[config.mk]
export PLATFORM = sky130hd
export DESIGN_NAME = boot_strap_reset_config
export DESIGN_NICKNAME = d
export VERILOG_FILES = /design/src/verilog/boot_strap_pkg.sv /design/src/verilog/boot_strap_reset_config.sv /design/src/verilog/module_state_table.sv
export SDC_FILE = /design/constraint.sdc
export NUM_CORES = 1
export LEC_CHECK = 0
export BUFFER_PORTS_ARGS = -buffer_cell sky130_fd_sc_hd__buf_2
export CAP_MARGIN = 20
export CORE_AREA = 2 2 114 116
export DETAILED_ROUTE_END_ITERATION = 6
export DIE_AREA = 0 0 116 118
export GPL_TIMING_DRIVEN = 0
export PLACE_DENSITY = 0.76
export SLEW_MARGIN = 20
export SYNTH_ARGS = -nofsm -noshare
export SYNTH_HDL_FRONTEND = slang
export SYNTH_SLANG_ARGS = --single-unit
[constraint.sdc]
create_clock -name clock -period 1.52 [get_ports clock]
set_input_delay 0.228 -clock clock [delete_from_list [all_inputs] [get_ports clock]]
set_output_delay 0.228 -clock clock [all_outputs]
set_load 0.01 [all_outputs]
[src/verilog/boot_strap_pkg.sv]
package boot_strap_pkg;

  // Module slots handed to the power controller
  localparam int NUM_MODULES = 41;
  localparam int MOD_EDMA_CC = 2;
  localparam int MOD_EDMA_TC0 = 3;
  localparam int MOD_EDMA_TC1 = 4;
  localparam int MOD_ASYNC_IF = 14;
  localparam int MOD_CARD_IF_0 = 15;
  localparam int MOD_RESERVED_A = 16;
  localparam int MOD_UART_0 = 19;
  localparam int MOD_SPI_0 = 22;
  localparam int MOD_TIMER_0 = 27;
  localparam int MOD_FIXED_ON_LO = 29;
  localparam int MOD_FIXED_ON_HI = 38;
  localparam int MOD_RESERVED_B = 39;

  // Strap pin positions on the async address pins
  localparam int STRAP_PIN_WIDTH = 14;
  localparam int BOOT_SEL_LSB = 12;
  localparam int PIN_CFG_LSB = 8;

  // Boot select encodings
  localparam logic [1:0] BOOT_ROM_NAND = 2'h0;
  localparam logic [1:0] BOOT_ASYNC_MEM = 2'h1;
  localparam logic [1:0] BOOT_ROM_CARD = 2'h2;
  localparam logic [1:0] BOOT_ROM_UART = 2'h3;

  // Values the internal pulls give the straps
  localparam logic [1:0] BOOT_SEL_PULL_DEFAULT = 2'h0;
  localparam logic [3:0] PIN_CFG_PULL_DEFAULT = 4'hd;

  // Jump targets forced into the first fetch
  localparam logic [31:0] ROM_START_ADDR = 32'h0000_8000;
  localparam logic [31:0] ASYNC_START_ADDR = 32'h0200_0000;

  // Slowest wait-state set, in clock cycles
  localparam int TIMING_WIDTH = 7;
  localparam logic [6:0] WAIT_SETUP_RESET = 7'h10;
  localparam logic [6:0] WAIT_STROBE_RESET = 7'h40;
  localparam logic [6:0] WAIT_HOLD_RESET = 7'h08;

  // Boot configuration word layout
  localparam int CFG_BOOT_SEL_LSB = 0;
  localparam int CFG_PIN_CFG_LSB = 4;
  localparam int CFG_ROM_BOOT_BIT = 8;
  localparam logic [31:0] BOOT_CFG_RESET = 32'h0000_0000;

  typedef enum logic [1:0] {
    phase_hold,
    phase_capture,
    phase_fetch,
    phase_run
  } phase_e;

  typedef struct packed {
    logic [1:0] boot_select;
    logic [3:0] pin_config;
  } strap_s;

  typedef struct packed {
    logic [6:0] setup;
    logic [6:0] strobe;
    logic [6:0] hold;
  } wait_timing_s;

  localparam wait_timing_s WAIT_RESET = '{WAIT_SETUP_RESET, WAIT_STROBE_RESET, WAIT_HOLD_RESET};
  localparam strap_s STRAP_RESET = '{BOOT_SEL_PULL_DEFAULT, PIN_CFG_PULL_DEFAULT};

endpackage

[src/verilog/boot_strap_reset_config.sv]
// Operation
// [RULE_01] Sample boot select on pins 13:12 and pin config on 11:8 at reset.
// [RULE_02] After capture the shared pins return to async memory use automatically.
// [RULE_03] Boot select 00, 10, 11 forces first fetch to jump to ROM start.
// [RULE_04] Boot select 01 forces first fetch to jump to async memory start.
// [RULE_05] Async boot keeps reset-default timings until software reprograms them.
// [RULE_06] Enabled async interface resets timing to 16 setup, 64 strobe, 8 hold.
// [RULE_07] Latched boot select is readable in the boot configuration register.
// [RULE_08] Async interface enabled for 00, 01, 11; sync reset for 10.
// [RULE_09] Card interface 0 enabled only for boot select 10.
// [RULE_10] UART 0 enabled only for boot select 11.
// [RULE_11] SPI 0 enabled except for boot select 01.
// [RULE_12] Timer 0 always enabled; all module power domains default on.
// [RULE_13] Latched pin config bits set async pin arrangement right after reset.
// [RULE_14] Board places the async boot flash on the first chip select.
// [RULE_15] No direct execution from NAND; NAND boot goes via the ROM loader.
// [RULE_16] Fixed-default modules take their table states whatever the boot select.
`timescale 1ns/1ps
module boot_strap_reset_config
  import boot_strap_pkg::*;
#(
  parameter logic [31:0] JUMP_TEMPLATE = 32'h5500_0000
)
(
  // Clock and reset
  input wire logic clock,
  input wire logic reset,
  // Shared async address pins, strap phase
  input wire logic [STRAP_PIN_WIDTH-1:0] async_address_pins,
  output logic async_pin_function,
  output logic [3:0] async_pin_arrangement,
  // Processor core
  output logic core_reset_hold,
  input wire logic fetch_valid,
  output logic fetch_override,
  output logic [31:0] fetch_override_word,
  output logic [31:0] boot_vector,
  // Latched configuration
  output logic [1:0] boot_select,
  output logic [3:0] async_pin_config_strap,
  output logic [31:0] boot_config_reg,
  output logic rom_boot,
  output logic direct_async_exec,
  output logic async_chip_select_0_boot,
  // Module power controller
  output logic [NUM_MODULES-1:0] module_enable,
  output logic [NUM_MODULES-1:0] sync_reset_state,
  output logic [NUM_MODULES-1:0] power_domain_on,
  // Async interface wait states
  input wire logic timing_write,
  input wire wait_timing_s timing_in,
  output wait_timing_s async_timing
);

  typedef struct packed {
    phase_e phase;
    strap_s straps;
    wait_timing_s timing;
    logic pin_strap_mode;
    logic first_fetch_done;
    logic [31:0] override_word;
    logic [31:0] vector;
    logic [31:0] boot_config;
    logic [NUM_MODULES-1:0] enable;
    logic [NUM_MODULES-1:0] sync_reset;
    logic [NUM_MODULES-1:0] power_on;
  } state_s;

  state_s state;
  state_s next_state;
  logic [NUM_MODULES-1:0] table_enable;
  logic [NUM_MODULES-1:0] table_present;
  strap_s sampled;

  // Absolute jump: template in the top byte, word address below
  function automatic logic [31:0] make_jump(input logic [31:0] target);
    logic [31:0] word;
    word = JUMP_TEMPLATE;
    word[23:0] = target[25:2];
    return word;
  endfunction

  function automatic logic [31:0] vector_for(input logic [1:0] sel);
    logic [31:0] addr;
    addr = ROM_START_ADDR;
    // [RULE_04] Async memory vector
    if (sel == BOOT_ASYNC_MEM)
    begin
      addr = ASYNC_START_ADDR;
    end
    return addr;
  endfunction

  // [RULE_01] Strap fields on the address pins
  assign sampled.boot_select = async_address_pins[BOOT_SEL_LSB +: 2];
  assign sampled.pin_config = async_address_pins[PIN_CFG_LSB +: 4];

  // Table is decoded from the latched straps, never the live pins
  module_state_table u_table (
    .boot_select(state.straps.boot_select),
    .module_enable(table_enable),
    .module_present(table_present)
  );

  always_comb
  begin
    next_state = state;
    case (state.phase)
      phase_hold:
      begin
        next_state.phase = phase_capture;
      end
      phase_capture:
      begin
        // [RULE_01] Latch straps once after release
        next_state.straps = sampled;
        // [RULE_02] Hand pins back to memory use
        next_state.pin_strap_mode = 1'b0;
        // [RULE_07] Boot select into config word
        next_state.boot_config = BOOT_CFG_RESET;
        next_state.boot_config[CFG_BOOT_SEL_LSB +: 2] = sampled.boot_select;
        next_state.boot_config[CFG_PIN_CFG_LSB +: 4] = sampled.pin_config;
        next_state.boot_config[CFG_ROM_BOOT_BIT] = (sampled.boot_select != BOOT_ASYNC_MEM);
        // [RULE_03] Forced jump word
        next_state.vector = vector_for(sampled.boot_select);
        next_state.override_word = make_jump(vector_for(sampled.boot_select));
        next_state.phase = phase_fetch;
      end
      phase_fetch:
      begin
        // Module states load one cycle after the straps settle in the table
        next_state.enable = table_enable & table_present;
        next_state.sync_reset = ~table_enable & table_present;
        // [RULE_12] Power domains default on
        next_state.power_on = table_present;
        // [RULE_06] Slowest timing when interface enabled
        if (table_enable[MOD_ASYNC_IF])
        begin
          next_state.timing = WAIT_RESET;
        end
        next_state.phase = phase_run;
      end
      phase_run:
      begin
        // [RULE_03] First fetch takes the forced jump
        if (fetch_valid && !state.first_fetch_done)
        begin
          next_state.first_fetch_done = 1'b1;
        end
        // [RULE_05] Defaults hold until software writes
        if (timing_write && state.enable[MOD_ASYNC_IF])
        begin
          next_state.timing = timing_in;
        end
      end
      default:
      begin
        next_state.phase = phase_hold;
      end
    endcase
  end

  always_ff @(posedge clock)
  begin
    if (reset)
    begin
      state.phase <= phase_hold;
      state.straps <= STRAP_RESET;
      state.timing <= WAIT_RESET;
      state.pin_strap_mode <= 1'b1;
      state.first_fetch_done <= 1'b0;
      state.override_word <= '0;
      state.vector <= '0;
      state.boot_config <= BOOT_CFG_RESET;
      state.enable <= '0;
      state.sync_reset <= '1;
      state.power_on <= '1;
    end
    else
    begin
      state <= next_state;
    end
  end

  // [RULE_02] Pins act as memory pins once straps are held
  assign async_pin_function = !state.pin_strap_mode;
  // [RULE_13] Latched pin config drives pin arrangement
  assign async_pin_arrangement = state.straps.pin_config;

  // Core stays in reset until the vector and module states are ready
  assign core_reset_hold = (state.phase != phase_run);
  assign fetch_override = (state.phase == phase_run) && !state.first_fetch_done;
  assign fetch_override_word = state.override_word;
  assign boot_vector = state.vector;

  assign boot_select = state.straps.boot_select;
  assign async_pin_config_strap = state.straps.pin_config;
  assign boot_config_reg = state.boot_config;
  // [RULE_15] Only async boot executes in place; NAND goes through ROM
  assign rom_boot = state.boot_config[CFG_ROM_BOOT_BIT];
  assign direct_async_exec = (state.phase == phase_run) && !state.boot_config[CFG_ROM_BOOT_BIT];
  // [RULE_14] Async boot fetches via the first chip select
  assign async_chip_select_0_boot = direct_async_exec;

  assign module_enable = state.enable;
  assign sync_reset_state = state.sync_reset;
  assign power_domain_on = state.power_on;
  assign async_timing = state.timing;

endmodule

[src/verilog/module_state_table.sv]
`timescale 1ns/1ps
module module_state_table
  import boot_strap_pkg::*;
(
  // Latched boot select
  input wire logic [1:0] boot_select,
  // Per-module default state
  output logic [NUM_MODULES-1:0] module_enable,
  output logic [NUM_MODULES-1:0] module_present
);

  always_comb
  begin
    module_enable = '0;
    module_present = '1;
    module_present[MOD_RESERVED_A] = 1'b0;
    module_present[MOD_RESERVED_B] = 1'b0;
    // [RULE_16] Fixed enabled slots
    for (int i = MOD_FIXED_ON_LO; i <= MOD_FIXED_ON_HI; i++)
    begin
      module_enable[i] = 1'b1;
    end
    // Transfer engines follow the async interface
    module_enable[MOD_EDMA_CC] = (boot_select != BOOT_ROM_CARD);
    module_enable[MOD_EDMA_TC0] = (boot_select != BOOT_ROM_CARD);
    module_enable[MOD_EDMA_TC1] = (boot_select != BOOT_ROM_CARD);
    // [RULE_08] Async interface enable
    module_enable[MOD_ASYNC_IF] = (boot_select != BOOT_ROM_CARD);
    // [RULE_09] Card interface enable
    module_enable[MOD_CARD_IF_0] = (boot_select == BOOT_ROM_CARD);
    // [RULE_10] UART enable
    module_enable[MOD_UART_0] = (boot_select == BOOT_ROM_UART);
    // [RULE_11] SPI enable
    module_enable[MOD_SPI_0] = (boot_select != BOOT_ASYNC_MEM);
    // [RULE_12] Timer always enabled
    module_enable[MOD_TIMER_0] = 1'b1;
  end

endmodule
== After elaboration in Yosys (flattened, before gate mapping) ==
Index checks and enable logic that the tools add are counted.
Word-level totals
  flip-flop bits (word level): 140
  latch bits: 0
  RAM bits: 0
  ROM bits: 0
  input bits: 39
  output and inout bits: 256
  logic and storage cells: 44
  memories: 0
Operators by class
  add/sub/neg operators: 0
  multipliers: 0
  divide/modulo/power cells: 0
  order comparisons: 0
  equal/unequal tests: 12
  shift-type cells: 0
  multiplexer cells: 5
  bitwise gates (word level): 1
  reduce and logical (&&, ||, !) cells: 12
Operators with widths (number)
  $mux 21: 2
  $pmux 21 s2: 1
  $not 39->41: 1
  $mux 26: 1
  $eq 2x2->1 const B: 4
  $ne 2x2->1 const B: 4
  $pmux 2 s3: 1
  $eq 2x1->1 const B: 2
  $logic_and 1x1->1: 4
  $ne 2x1->1 const B: 2
  $logic_not 1->1: 3
  $reduce_and 3->1: 1
  $reduce_bool 3->1: 1
  $logic_not 2->1: 1
  $reduce_and 2->1: 1
  $reduce_bool 2->1: 1

== Logic depth before layout (Yosys ltp) ==
Gate-level depths: netlist (run 1).
  word-level depth: 3
  depth in mapped cells: 7
  gate-level depth less buffers: 5

== By module ==
A second synthesis (run 1) with hierarchy kept.
Unflattened totals
  cell total of the unflattened synthesis: 1005
  area total of the unflattened synthesis: 8222.9 um2
Modules (own cells, without submodules)
  boot_strap_reset_config: instances 1, cells each 921, area an instance 7604.8 um2, sequential area each 3203.1 um2
  module_state_table: instances 1, cells each 84, area an instance 618.1 um2, sequential area each 0.0 um2

== Worst setup path before layout (run 1) ==
Ideal clock, no wire load.
  path type: register to register
  start point: register state[248] (netlist name)
  end point: register state, in the netlist async_timing[13]
  setup time: 126 ps
  data arrival time: 1245 ps
  data required time: 1394 ps
  slack: 149 ps
  stages on the path, launching flop included: 7
  path buffers: 1
  period minus slack after synthesis: 1371 ps
  cell sequence: dfxtp_1 inv_1 ha_1 and3b_2 buf_6 nor4_1 nor3_1
Between the ends
  cells in the longest elaborated chain, start to end: 3
  elaborated cells between the ends (all ways): 7
  classes of those cells: 4 x eq/ne; 1 x mux; 2 x reduce/logical
RTL lines
  from (decl): line boot_strap_reset_config.sv:69  | state_s state;
  from (signal assigned): line boot_strap_reset_config.sv:181  | state <= next_state;
  $eq 2x2->1: line boot_strap_reset_config.sv:108  | case (state.phase)
  $ne 2x2->1 (no line) / $reduce_bool 2->1 (equally long branches)
  $reduce_and 3->1 (no line)
Several ways; a longest one is shown, not always the timed one.
A chain may end at the register's enable or synchronous reset.

== Final worst setup path (run 1) ==
  start point: register state[249] (netlist name)
  end point: output port direct_async_exec
Between the ends
  cells in the longest elaborated chain, start to end: 2
RTL lines
  $eq 2x2->1: line boot_strap_reset_config.sv:201  | assign direct_async_exec = (state.phase == phase_run) && !state.boot_config[CFG_ROM_BOOT_BIT];
  $logic_and 1x1->1: line boot_strap_reset_config.sv:201
  to (decl): line boot_strap_reset_config.sv:43  | output logic direct_async_exec,
Every way passes these cells.

==> run summary, run 1 <==
* result of the run: finished, final reports clean
* top-area cell type share of the netlist area: 48.0%
* cell area power density: 874 nW/um2
* sequential-to-total area share from yosys stat: 23.8%
* Yosys warning total: 0
* PnR worst setup slack: 70.9 ps
* number of enable flip-flop cells after synthesis: 0
* via count of the first global-routing pass: 2,932
* die outline area: 13,700 um2
* Clk Latency, worst-skew pair: 290 ps
* clock root buffer: sky130_fd_sc_hd__clkbuf_16
* pin count of the biggest net entering global routing: 17
* width of the chip: 116 um
* level count of the clock H-tree: 2
* Final min period: 1450 ps
* end point of the most critical hold path: state[219]
* CTS Buffer Depth: 2
* antenna violation net count after detailed routing: 0
* cell area reported after detailed placement: 5390 um2
* flip-flop count of the largest register, all copies and words added: 21
* number of detailed-route iterations in the first pass: 4
* achievable clock frequency: 690 MHz
* worst slack after detailed placement: -73.1 ps
* final worst clock skew: 7.50 ps
* standby leakage power: 0.00313 uW
* Cells on Worst Hold Path: 3
* number of different library cells in the post-synthesis netlist: 33
* half-perimeter wire length after detailed placement: 7600 um
* Port Buf Inserts: 122
* Final Max Slew Viols: 0
* Worst R2R Start: state[248]
* wire length of the first global-routing pass: 13,900 um
* path class of the lowest-slack min-delay path: input port to register
* clk slew on worst S/H paths: 70 ps
* class of the most critical setup path: register to output port
* Die Y-Extent: 118 um
* destination of the worst register-to-register timing path: async_timing[13]
* Hold Slack: 181 ps
* number of synthesized register bits: 47
* number of nets in the final layout: 813
* post-detailed-routing wire length: 9380 um
* critical path startpoint category: register
* core utilization of the finished layout: 45.4%
* main area contributors after synthesis: sky130_fd_sc_hd__buf_4 (48%), sky130_fd_sc_hd__dfxtp_1 (24%), sky130_fd_sc_hd__nand3_2 (4.5%)
* list of most frequent post-synthesis cells: sky130_fd_sc_hd__buf_4 (253), sky130_fd_sc_hd__dfxtp_1 (47), sky130_fd_sc_hd__nand2_1 (21)
* Post-Syn Instances: 478
* leading register cell type out of synthesis: sky130_fd_sc_hd__dfxtp_1
* final RePlAce weighted congestion: 0.756
* core region area: 12,400 um2
* Worst Tran Pin Value: 629 ps
* Post-Synthesis Mean Instance Area: 8.28 um2
* cell at the slowest stage of the critical path: sky130_fd_sc_hd__dfxtp_4
* TritonCTS clock tree: done
* async set or reset register ratio after synthesis: 0%
* first-iteration detailed-routing DRC count: 132
* maximum capacitance violations: 0
* total global-route track usage: 12.6%
* HP Start: fetch_valid
* final-report setup violation count: 0
* signal arrival time at the worst endpoint: 1220 ps
* Crit path required time: 1290 ps
* Peak supply drop: 365 uV
* Reg2Reg Setup Slack: 90 ps
* most frequently used cell type in the post-synthesis netlist: sky130_fd_sc_hd__buf_4
* leading area contributor after synthesis: sky130_fd_sc_hd__buf_4
* via count: 3,269
* Final Hold Violating Endpoints: 0
* num rows: 41
* number of primary I/O pins: 295
* Num CTS Buffers: 5
* cell breakdown of the critical path: ha_4 > nor2b_4 > buf_4 > buf_2
* layout-stage area growth over the synthesis result: 42.4%
* Sinks on Clock Net: 47
* relative max-transition margin: 58.1%
* kind of end point of the critical path: output port
* initial antenna violation count: 0
* diode count: 0
* total standard cell area after synthesis: 3960 um2
* Final Cycle Share: 95.3%
* global route total overflow: 0
* crit path max fanout: 6
* number of DRC violations after detailed routing: 0
* Initial Utilization: 31.9%
* slowest stage delay, CP: 370 ps
* average wire per standard cell: 9.96 um
* number of buffers added for setup after CTS: 0
* post-route cell area: 5640 um2
* fraction of layout cells with a size suffix above 1: 55.8%
* detail-routed via count per cell: 3.47
* Total Power: 4930 uW
* worst reg-to-reg path cell count: 6
[where the power goes]
group	switching (uW)	total, uW	internal (uW)
Combinational	975	2120	1140
Sequential	179	1540	1370
Clock	492	1270	777
Total	1650	4930	3290
[worst max-delay path: cells and delay by family (launching register included)]
| family | cells | cell delay [ps] |
|---|---|---|
| fa+ha+maj | 1 | 180 |
| flops | 1 | 370 |
| simple gates | 1 | 130 |
| buf+inv | 2 | 260 |
[worst max-delay path by stage]
stage	from	to	slack, ps
6_report	state[249]	direct_async_exec	70
2_1_floorplan	state[248]	async_timing[13]	150
3_5_place_dp	state[249]	async_timing[13]	-70
3_3_place_gp	state[249]	async_timing[13]	-40
4_1_cts	state[248]	direct_async_exec	10
5_1_grt	state[248]	async_timing[13]	-20
[layout make-up]
type / instances / area (um2)
repair buffers: 122 / 611
well taps: 172 / 215
flip-flops and latches: 47 / 950
fillers: 1243 / 6780
plain buffers: 269 / 2060
clock buffers: 5 / 125
inverters: 9 / 33.8
clock inverters: 3 / 43.8
multi-input cells: 315 / 1610
[metrics by stage]
stage	std cells	setup TNS [ps]
6_report	942	0
5_1_grt	942	-20.2
2_1_floorplan	640	0
3_3_place_gp	934	-44.1
4_1_cts	942	0
3_5_place_dp	934	-82.2
[placed cells by master (no fill, tap or decap), types with 5 or more instances in the layout]
| cell | instances |
|---|---|
| sky130_fd_sc_hd__buf_4 | 252 |
| sky130_fd_sc_hd__conb_1 | 164 |
| sky130_fd_sc_hd__buf_2 | 127 |
| sky130_fd_sc_hd__dfxtp_1 | 44 |
| sky130_fd_sc_hd__nand2_1 | 21 |
| sky130_fd_sc_hd__nand3_1 | 20 |
| sky130_fd_sc_hd__a31oi_1 | 19 |
| sky130_fd_sc_hd__nor2_1 | 19 |
| sky130_fd_sc_hd__nand3_2 | 18 |
| sky130_fd_sc_hd__a21oi_1 | 9 |
| sky130_fd_sc_hd__buf_6 | 8 |
| sky130_fd_sc_hd__inv_1 | 8 |
| sky130_fd_sc_hd__nor3_1 | 7 |
| sky130_fd_sc_hd__clkbuf_16 | 5 |
[per-layer routing]
metal | up-vias | GRT usage, % | share of wire (%)
li1 | 1711 | - | -
met1 | 1404 | 14.1 | 39
met2 | 148 | 23.9 | 52
met3 | 6 | 2.32 | 7.7
met4 | 0 | 2.98 | 0.60
met5 | - | 0 | 0
[logic make-up (layout without fill, tap and decap cells)]
| family | Yosys count | count (layout) | synth area share, % |
|---|---|---|---|
| other cells | 2 | 164 | 0.190 |
| mux | 2 | 2 | 0.506 |
| buf+inv | 278 | 408 | 52.5 |
| flops | 47 | 47 | 23.8 |
| compound gates | 40 | 40 | 6.35 |
| fa+ha+maj | 5 | 5 | 1.58 |
| simple gates | 104 | 104 | 15.1 |
[what timing repair did]
| action | 4_1_cts | 5_1_grt |
|---|---|---|
| gates cloned | 0 | 0 |
| resized for setup | 8 | 13 |
| hold buffers | 0 | 0 |
| setup endpoints to repair | 9 | 13 |
Note: power is estimated with default switching activity, not from simulation.
==> run 2, diff against run 1 <==
--- a/config.mk
+++ b/config.mk
@@ -7,11 +7,11 @@
 export LEC_CHECK = 0
 export BUFFER_PORTS_ARGS = -buffer_cell sky130_fd_sc_hd__buf_2
 export CAP_MARGIN = 20
-export CORE_AREA = 2 2 114 116
+export CORE_AREA = 2 2 115 117
 export DETAILED_ROUTE_END_ITERATION = 6
-export DIE_AREA = 0 0 116 118
+export DIE_AREA = 0 0 117 119
 export GPL_TIMING_DRIVEN = 0
-export PLACE_DENSITY = 0.76
+export PLACE_DENSITY = 0.75
 export SLEW_MARGIN = 20
 export SYNTH_ARGS = -nofsm -noshare
 export SYNTH_HDL_FRONTEND = slang
==> run 2 against run 1 <==
Core utilization fell by 1.6 points. Clock skew fell by 3.1 ps. Hold slack got worse by 1.0 ps. Highest routed layer unchanged. Clock power rose by 10%. Maximum frequency fell by 0.63%. Register-to-register slack got worse by 30 ps. Final cell count rose by 0.53%. Combinational power fell by 2%. Critical path depth rose by 2. Setup slack got worse by 9.2 ps. Die area rose by 1.7%.
==> run summary, run 2 (same netlist as run 1, synthesis figures left out) <==
* end point of the most critical hold path: state[219], unchanged
* clock root buffer: sky130_fd_sc_hd__clkbuf_16, unchanged
* relative max-transition margin: 61.5%, was 58.1%
* standby leakage power: 0.00314 uW, was 0.00313 uW
* Num CTS Buffers: 5, unchanged
* result of the run: finished, final reports clean, unchanged
* cell breakdown of the critical path: inv_1 > ha_1 > and3b_2 > buf_6 > nor4_1 > nor3_1, was ha_4 > nor2b_4 > buf_4 > buf_2
* slowest stage delay, CP: 380 ps, was 370 ps
* Sinks on Clock Net: 47, unchanged
* Port Buf Inserts: 122, unchanged
* Final Max Slew Viols: 0, unchanged
* Final Hold Violating Endpoints: 0, unchanged
* antenna violation net count after detailed routing: 0, unchanged
* global route total overflow: 0, unchanged
* clk slew on worst S/H paths: 60 ps, was 70 ps
* PnR worst setup slack: 61.7 ps, was 70.9 ps
* final worst clock skew: 4.37 ps, was 7.50 ps
* filler cell count in the final layout: 1,297, was 1,243
* Worst Tran Pin Value: 578 ps, was 629 ps
* fraction of layout cells with a size suffix above 1: 55.4%, was 55.8%
* number of DRC violations after detailed routing: 0, unchanged
* half-perimeter wire length after detailed placement: 7140 um, was 7600 um
* final-report setup violation count: 0, unchanged
* width of the chip: 117 um, was 116 um
* Initial Utilization: 30.8%, was 31.9%
* first-iteration detailed-routing DRC count: 110, was 132
* diode count: 0, unchanged
* Worst path top cell family by delay: simple AND/OR/NAND/NOR gates, was flip-flops
* wire length of the first global-routing pass: 13,000 um, was 13,900 um
* path class of the lowest-slack min-delay path: input port to register, unchanged
* Final Cycle Share: 95.9%, was 95.3%
* number of detailed-route iterations in the first pass: 4, unchanged
* Die Y-Extent: 119 um, was 118 um
* worst slack after detailed placement: -9.49 ps, was -73.1 ps
* layout-stage area growth over the synthesis result: 42.5%, was 42.4%
* TritonCTS clock tree: done, unchanged
* via count of the first global-routing pass: 2,718, was 2,932
* leading cell type in the layout, fill and taps excluded: sky130_fd_sc_hd__buf_4, unchanged
* crit path max fanout: 10, was 6
* die outline area: 13,900 um2, was 13,700 um2
* initial antenna violation count: 0, unchanged
* Final min period: 1460 ps, was 1450 ps
* Cells on Worst Hold Path: 3, unchanged
* Hold Slack: 180 ps, was 181 ps
* post-route cell area: 5640 um2, about the same
* Reg2Reg Setup Slack: 60 ps, was 90 ps
* worst reg-to-reg path cell count: 6, unchanged
* pin count of the biggest net entering global routing: 17, unchanged
* achievable clock frequency: 686 MHz, was 690 MHz
* number of nets in the final layout: 814, was 813
* average wire per standard cell: 9.07 um, was 9.96 um
* class of the most critical setup path: register to register, was register to output port
* maximum capacitance violations: 0, unchanged
* Clk Latency, worst-skew pair: 280 ps, was 290 ps
* Crit path required time: 1690 ps, was 1290 ps
* number of buffer and inverter stages on the critical path: 2, unchanged
* num rows: 42, was 41
* cell area power density: 891 nW/um2, was 874 nW/um2
* HP Start: fetch_valid, unchanged
* detail-routed via count per cell: 3.44, was 3.47
* Peak supply drop: 738 uV, was 365 uV
* flip-flop count of the largest register, all copies and words added: 21, unchanged
* CTS Buffer Depth: 2, unchanged
* Sum Neg Setup Slack: 0 ps, unchanged
* total global-route track usage: 11.5%, was 12.6%
* cell area reported after detailed placement: 5400 um2, was 5390 um2
* destination of the worst register-to-register timing path: async_timing[18], was async_timing[13]
* highest-count cells in the layout ignoring fill and taps: sky130_fd_sc_hd__buf_4 (255), sky130_fd_sc_hd__conb_1 (164), sky130_fd_sc_hd__buf_2 (127), was sky130_fd_sc_hd__buf_4 (252), sky130_fd_sc_hd__conb_1 (164), sky130_fd_sc_hd__buf_2 (127)
* via count: 3,256, was 3,269
* critical path startpoint category: register, unchanged
* signal arrival time at the worst endpoint: 1630 ps, was 1220 ps
* post-detailed-routing wire length: 8590 um, was 9380 um
* final RePlAce weighted congestion: 0.754, was 0.756
* core region area: 12,900 um2, was 12,400 um2
* core utilization of the finished layout: 43.8%, was 45.4%
* number of primary I/O pins: 295, unchanged
* setup repair after global routing missed its margin: no
* cell at the slowest stage of the critical path: sky130_fd_sc_hd__dfxtp_4, unchanged
* level count of the clock H-tree: 2, unchanged
* Worst R2R Start: state[248], unchanged
* kind of end point of the critical path: register, was output port
run 2: cell type report:
class | instances | area (um2) | area share (%)
sequential | 47 | 948 | 16.8
multi-input combinational | 315 | 1580 | 28.1
clock buffer | 6 | 129 | 2.28
clock inverter | 2 | 60.1 | 1.06
buffer | 269 | 2050 | 36.3
timing repair buffer | 123 | 618 | 11.0
tap | 176 | 220 | 3.90
inverter | 9 | 33.8 | 0.599
run 2: worst register-to-register path, delay by kind of cell (launching register included):
kind	cells	cell delay [ps]
AND/OR/NAND/NOR	3	520
adder cells (fa/ha/maj)	1	230
buffers and inverters	2	220
flip-flops	1	380
run 2: timing repair:
item	in CTS	in global routing
gates resized for setup	6	9
buffers inserted	0	1
endpoints found under the setup margin	4	17
hold buffers	0	0
run 2: power by group:
| part | switching (uW) | total [uW] | internal [uW] |
|---|---|---|---|
| clock network | 458 | 1400 | 943 |
| registers | 178 | 1540 | 1370 |
| logic | 940 | 2080 | 1140 |
run 2: worst max-delay path by stage:
stage               start                to  depth (start not counted)
6_report       state[248]  async_timing[18]                          6
3_5_place_dp   state[249]  async_timing[18]                          6
3_3_place_gp   state[248]  async_timing[13]                          6
4_1_cts        state[248]  async_timing[18]                          6
2_1_floorplan  state[248]  async_timing[13]                          6
5_1_grt        state[249]  async_timing[12]                          7
run 2: per-stage QoR:
step	power [uW]	instances
floorplan	3080	640
detailed placement	3620	938
global placement	3610	938
CTS	5070	946
finish	5030	947
global route	5350	947
run 2: layer usage:
| metal | wire [um] | vias up | track usage [%] |
|---|---|---|---|
| met4 | 65 | 0 | 2.43 |
| li1 | - | 1710 | - |
| met5 | 0 | - | 0 |
| met1 | 3500 | 1374 | 13.9 |
| met3 | 706 | 6 | 1.98 |
| met2 | 4320 | 166 | 20.9 |
==> run 3, diff against run 2 <==
--- a/config.mk
+++ b/config.mk
@@ -12,6 +12,7 @@
 export DIE_AREA = 0 0 117 119
 export GPL_TIMING_DRIVEN = 0
 export PLACE_DENSITY = 0.75
+export REMOVE_ABC_BUFFERS = 1
 export SLEW_MARGIN = 20
 export SYNTH_ARGS = -nofsm -noshare
 export SYNTH_HDL_FRONTEND = slang
==> run 3 against run 2 <==
Cell area decreased by 36%. Flip-flop and latch count unchanged. Combinational power decreased by 38%. Sequential power about the same. Global-route usage decreased by 0.48 points. Sequential share of layout area increased by 9.3 points. Core utilization decreased by 16 points. First-iteration DRC count unchanged. Clock skew about the same. Clock power decreased by 21%. Register-to-register slack improved by 40 ps. Highest routed layer unchanged.
==> run summary, run 3 (same netlist as run 1, synthesis figures left out) <==
* final-report setup violation count: 0, unchanged
* slowest stage delay, CP: 400 ps, was 380 ps
* detail-routed via count per cell: 3.69, was 3.44
* leading cell type in the layout, fill and taps excluded: sky130_fd_sc_hd__conb_1, was sky130_fd_sc_hd__buf_4
* pin count of the biggest net entering global routing: 52, was 17
* Sum Neg Setup Slack: 0 ps, unchanged
* antenna violation net count after detailed routing: 0, unchanged
* core region area: 12,900 um2, unchanged
* worst slack after detailed placement: -670 ps, was -9.49 ps
* total global-route track usage: 11.0%, was 11.5%
* global route total overflow: 0, unchanged
* diode count: 0, unchanged
* via count of the first global-routing pass: 1,924, was 2,718
* Final Max Slew Viols: 0, unchanged
* maximum capacitance violations: 0, unchanged
* cell area power density: 1090 nW/um2, was 891 nW/um2
* number of DRC violations after detailed routing: 0, unchanged
* clock root buffer: sky130_fd_sc_hd__clkbuf_16, unchanged
* fraction of layout cells with a size suffix above 1: 33.2%, was 55.4%
* cell breakdown of the critical path: ha_2 > nor2b_1 > buf_2, was inv_1 > ha_1 > and3b_2 > buf_6 > nor4_1 > nor3_1
* die outline area: 13,900 um2, unchanged
* final RePlAce weighted congestion: 0.683, was 0.754
* width of the chip: 117 um, unchanged
* Final Hold Violating Endpoints: 0, unchanged
* Worst Tran Pin Value: 977 ps, was 578 ps
* Final min period: 1440 ps, was 1460 ps
* flip-flop count of the largest register, all copies and words added: 21, unchanged
* clk slew on worst S/H paths: 60 ps, about the same
* highest-count cells in the layout ignoring fill and taps: sky130_fd_sc_hd__conb_1 (164), sky130_fd_sc_hd__buf_2 (122), sky130_fd_sc_hd__dfxtp_1 (43), was sky130_fd_sc_hd__buf_4 (255), sky130_fd_sc_hd__conb_1 (164), sky130_fd_sc_hd__buf_2 (127)
* path class of the lowest-slack min-delay path: input port to register, unchanged
* achievable clock frequency: 694 MHz, was 686 MHz
* wire length of the first global-routing pass: 11,200 um, was 13,000 um
* crit path max fanout: 6, was 10
* setup repair after global routing missed its margin: no, unchanged
* cell area reported after detailed placement: 3370 um2, was 5400 um2
* class of the most critical setup path: register to output port, was register to register
* worst reg-to-reg path cell count: 5, was 6
* combined area of the multi-input logic cells: 1640 um2, was 1580 um2
* post-detailed-routing wire length: 8250 um, was 8590 um
* number of nets in the final layout: 552, was 814
* result of the run: finished, final reports clean, unchanged
* CTS Buffer Depth: 2, unchanged
* half-perimeter wire length after detailed placement: 5360 um, was 7140 um
* standby leakage power: 0.00180 uW, was 0.00314 uW
* Port Buf Inserts: 122, unchanged
* average wire per standard cell: 12.0 um, was 9.07 um
* initial antenna violation count: 0, unchanged
* num rows: 42, unchanged
* relative max-transition margin: 34.9%, was 61.5%
* Initial Utilization: 30.8%, unchanged
* level count of the clock H-tree: 2, unchanged
* layout-stage area growth over the synthesis result: -8.15%, was 42.5%
* Total Power: 3950 uW, was 5030 uW
* PnR worst setup slack: 80.0 ps, was 61.7 ps
* via count: 2,531, was 3,256
* number of primary I/O pins: 295, unchanged
* final worst clock skew: 3.94 ps, was 4.37 ps
* filler cell count in the final layout: 1,425, was 1,297
* signal arrival time at the worst endpoint: 1210 ps, was 1630 ps
* post-route cell area: 3640 um2, was 5640 um2
* register cell area after layout: 951 um2, was 948 um2
* Num CTS Buffers: 5, unchanged
* number of detailed-route iterations in the first pass: 6, was 4
* Die Y-Extent: 119 um, unchanged
* Sinks on Clock Net: 47, unchanged
* Final Cycle Share: 94.7%, was 95.9%
* Cells on Worst Hold Path: 3, unchanged
* Crit path required time: 1290 ps, was 1690 ps
* cell at the slowest stage of the critical path: sky130_fd_sc_hd__dfxtp_4, unchanged
* TritonCTS clock tree: done, unchanged
* Peak supply drop: 621 uV, was 738 uV
* critical path startpoint category: register, unchanged
* first-iteration detailed-routing DRC count: 110, unchanged
* kind of end point of the critical path: output port, was register
* Clk Latency, worst-skew pair: 290 ps, was 280 ps
[run 3: final cells by class]
cell class | count | area share [%]
multi-input combinational | 318 | 45.0
sequential | 47 | 26.1
timing repair buffer | 127 | 18.0
tap | 176 | 6.05
clock buffer | 6 | 3.54
inverter | 9 | 0.929
clock inverter | 2 | 0.344
[run 3: what timing repair did]
item / in CTS / in global routing
endpoints found under the setup margin: 23 / 29
cloned: 3 / 1
pin swaps: 2 / 1
hold buffers: 0 / 0
gates resized for setup: 13 / 10
setup buffers: 2 / 1
[run 3: worst paths after layout]
kind | start | end | slack [ps]
worst max register to register | state[248] | module_enable[14] | 100
worst min register to register | sync_reset_state[22] | sync_reset_state[22] | 460
worst min-delay path | fetch_valid | state[219] | 170
worst max-delay path | state[249] | async_chip_select_0_boot | 80
[run 3: per-layer routing]
metal  GRT usage, %  vias up  share of wire (%)
met3           3.51        5                8.7
li1               -     1194                  -
met4           3.09        0                1.1
met2           18.2      166                 49
met1           13.5     1166                 41
met5              0        -                  0
[run 3: metrics by stage]
stage	util [%]	instances	hold WS (ps)
5_1_grt	28.3	685	185
4_1_cts	28.0	683	154
3_3_place_gp	26.1	669	435
2_1_floorplan	-	371	297
3_5_place_dp	26.1	670	449
6_report	28.3	685	167
[run 3: critical path, delay by kind of cell (launching register included)]
kind | cells | cell delay [ps]
adders and majority gates | 1 | 210
buffers and inverters | 1 | 150
DFF | 1 | 400
and+or+nand+nor | 1 | 160
[run 3: power breakdown]
group	leakage [uW]	internal, uW	switching [uW]	total, uW
Sequential	0.000385	1370	182	1550
Clock	0.0000669	609	505	1110
Combinational	0.00135	454	837	1290
Total	0.00180	2430	1520	3950
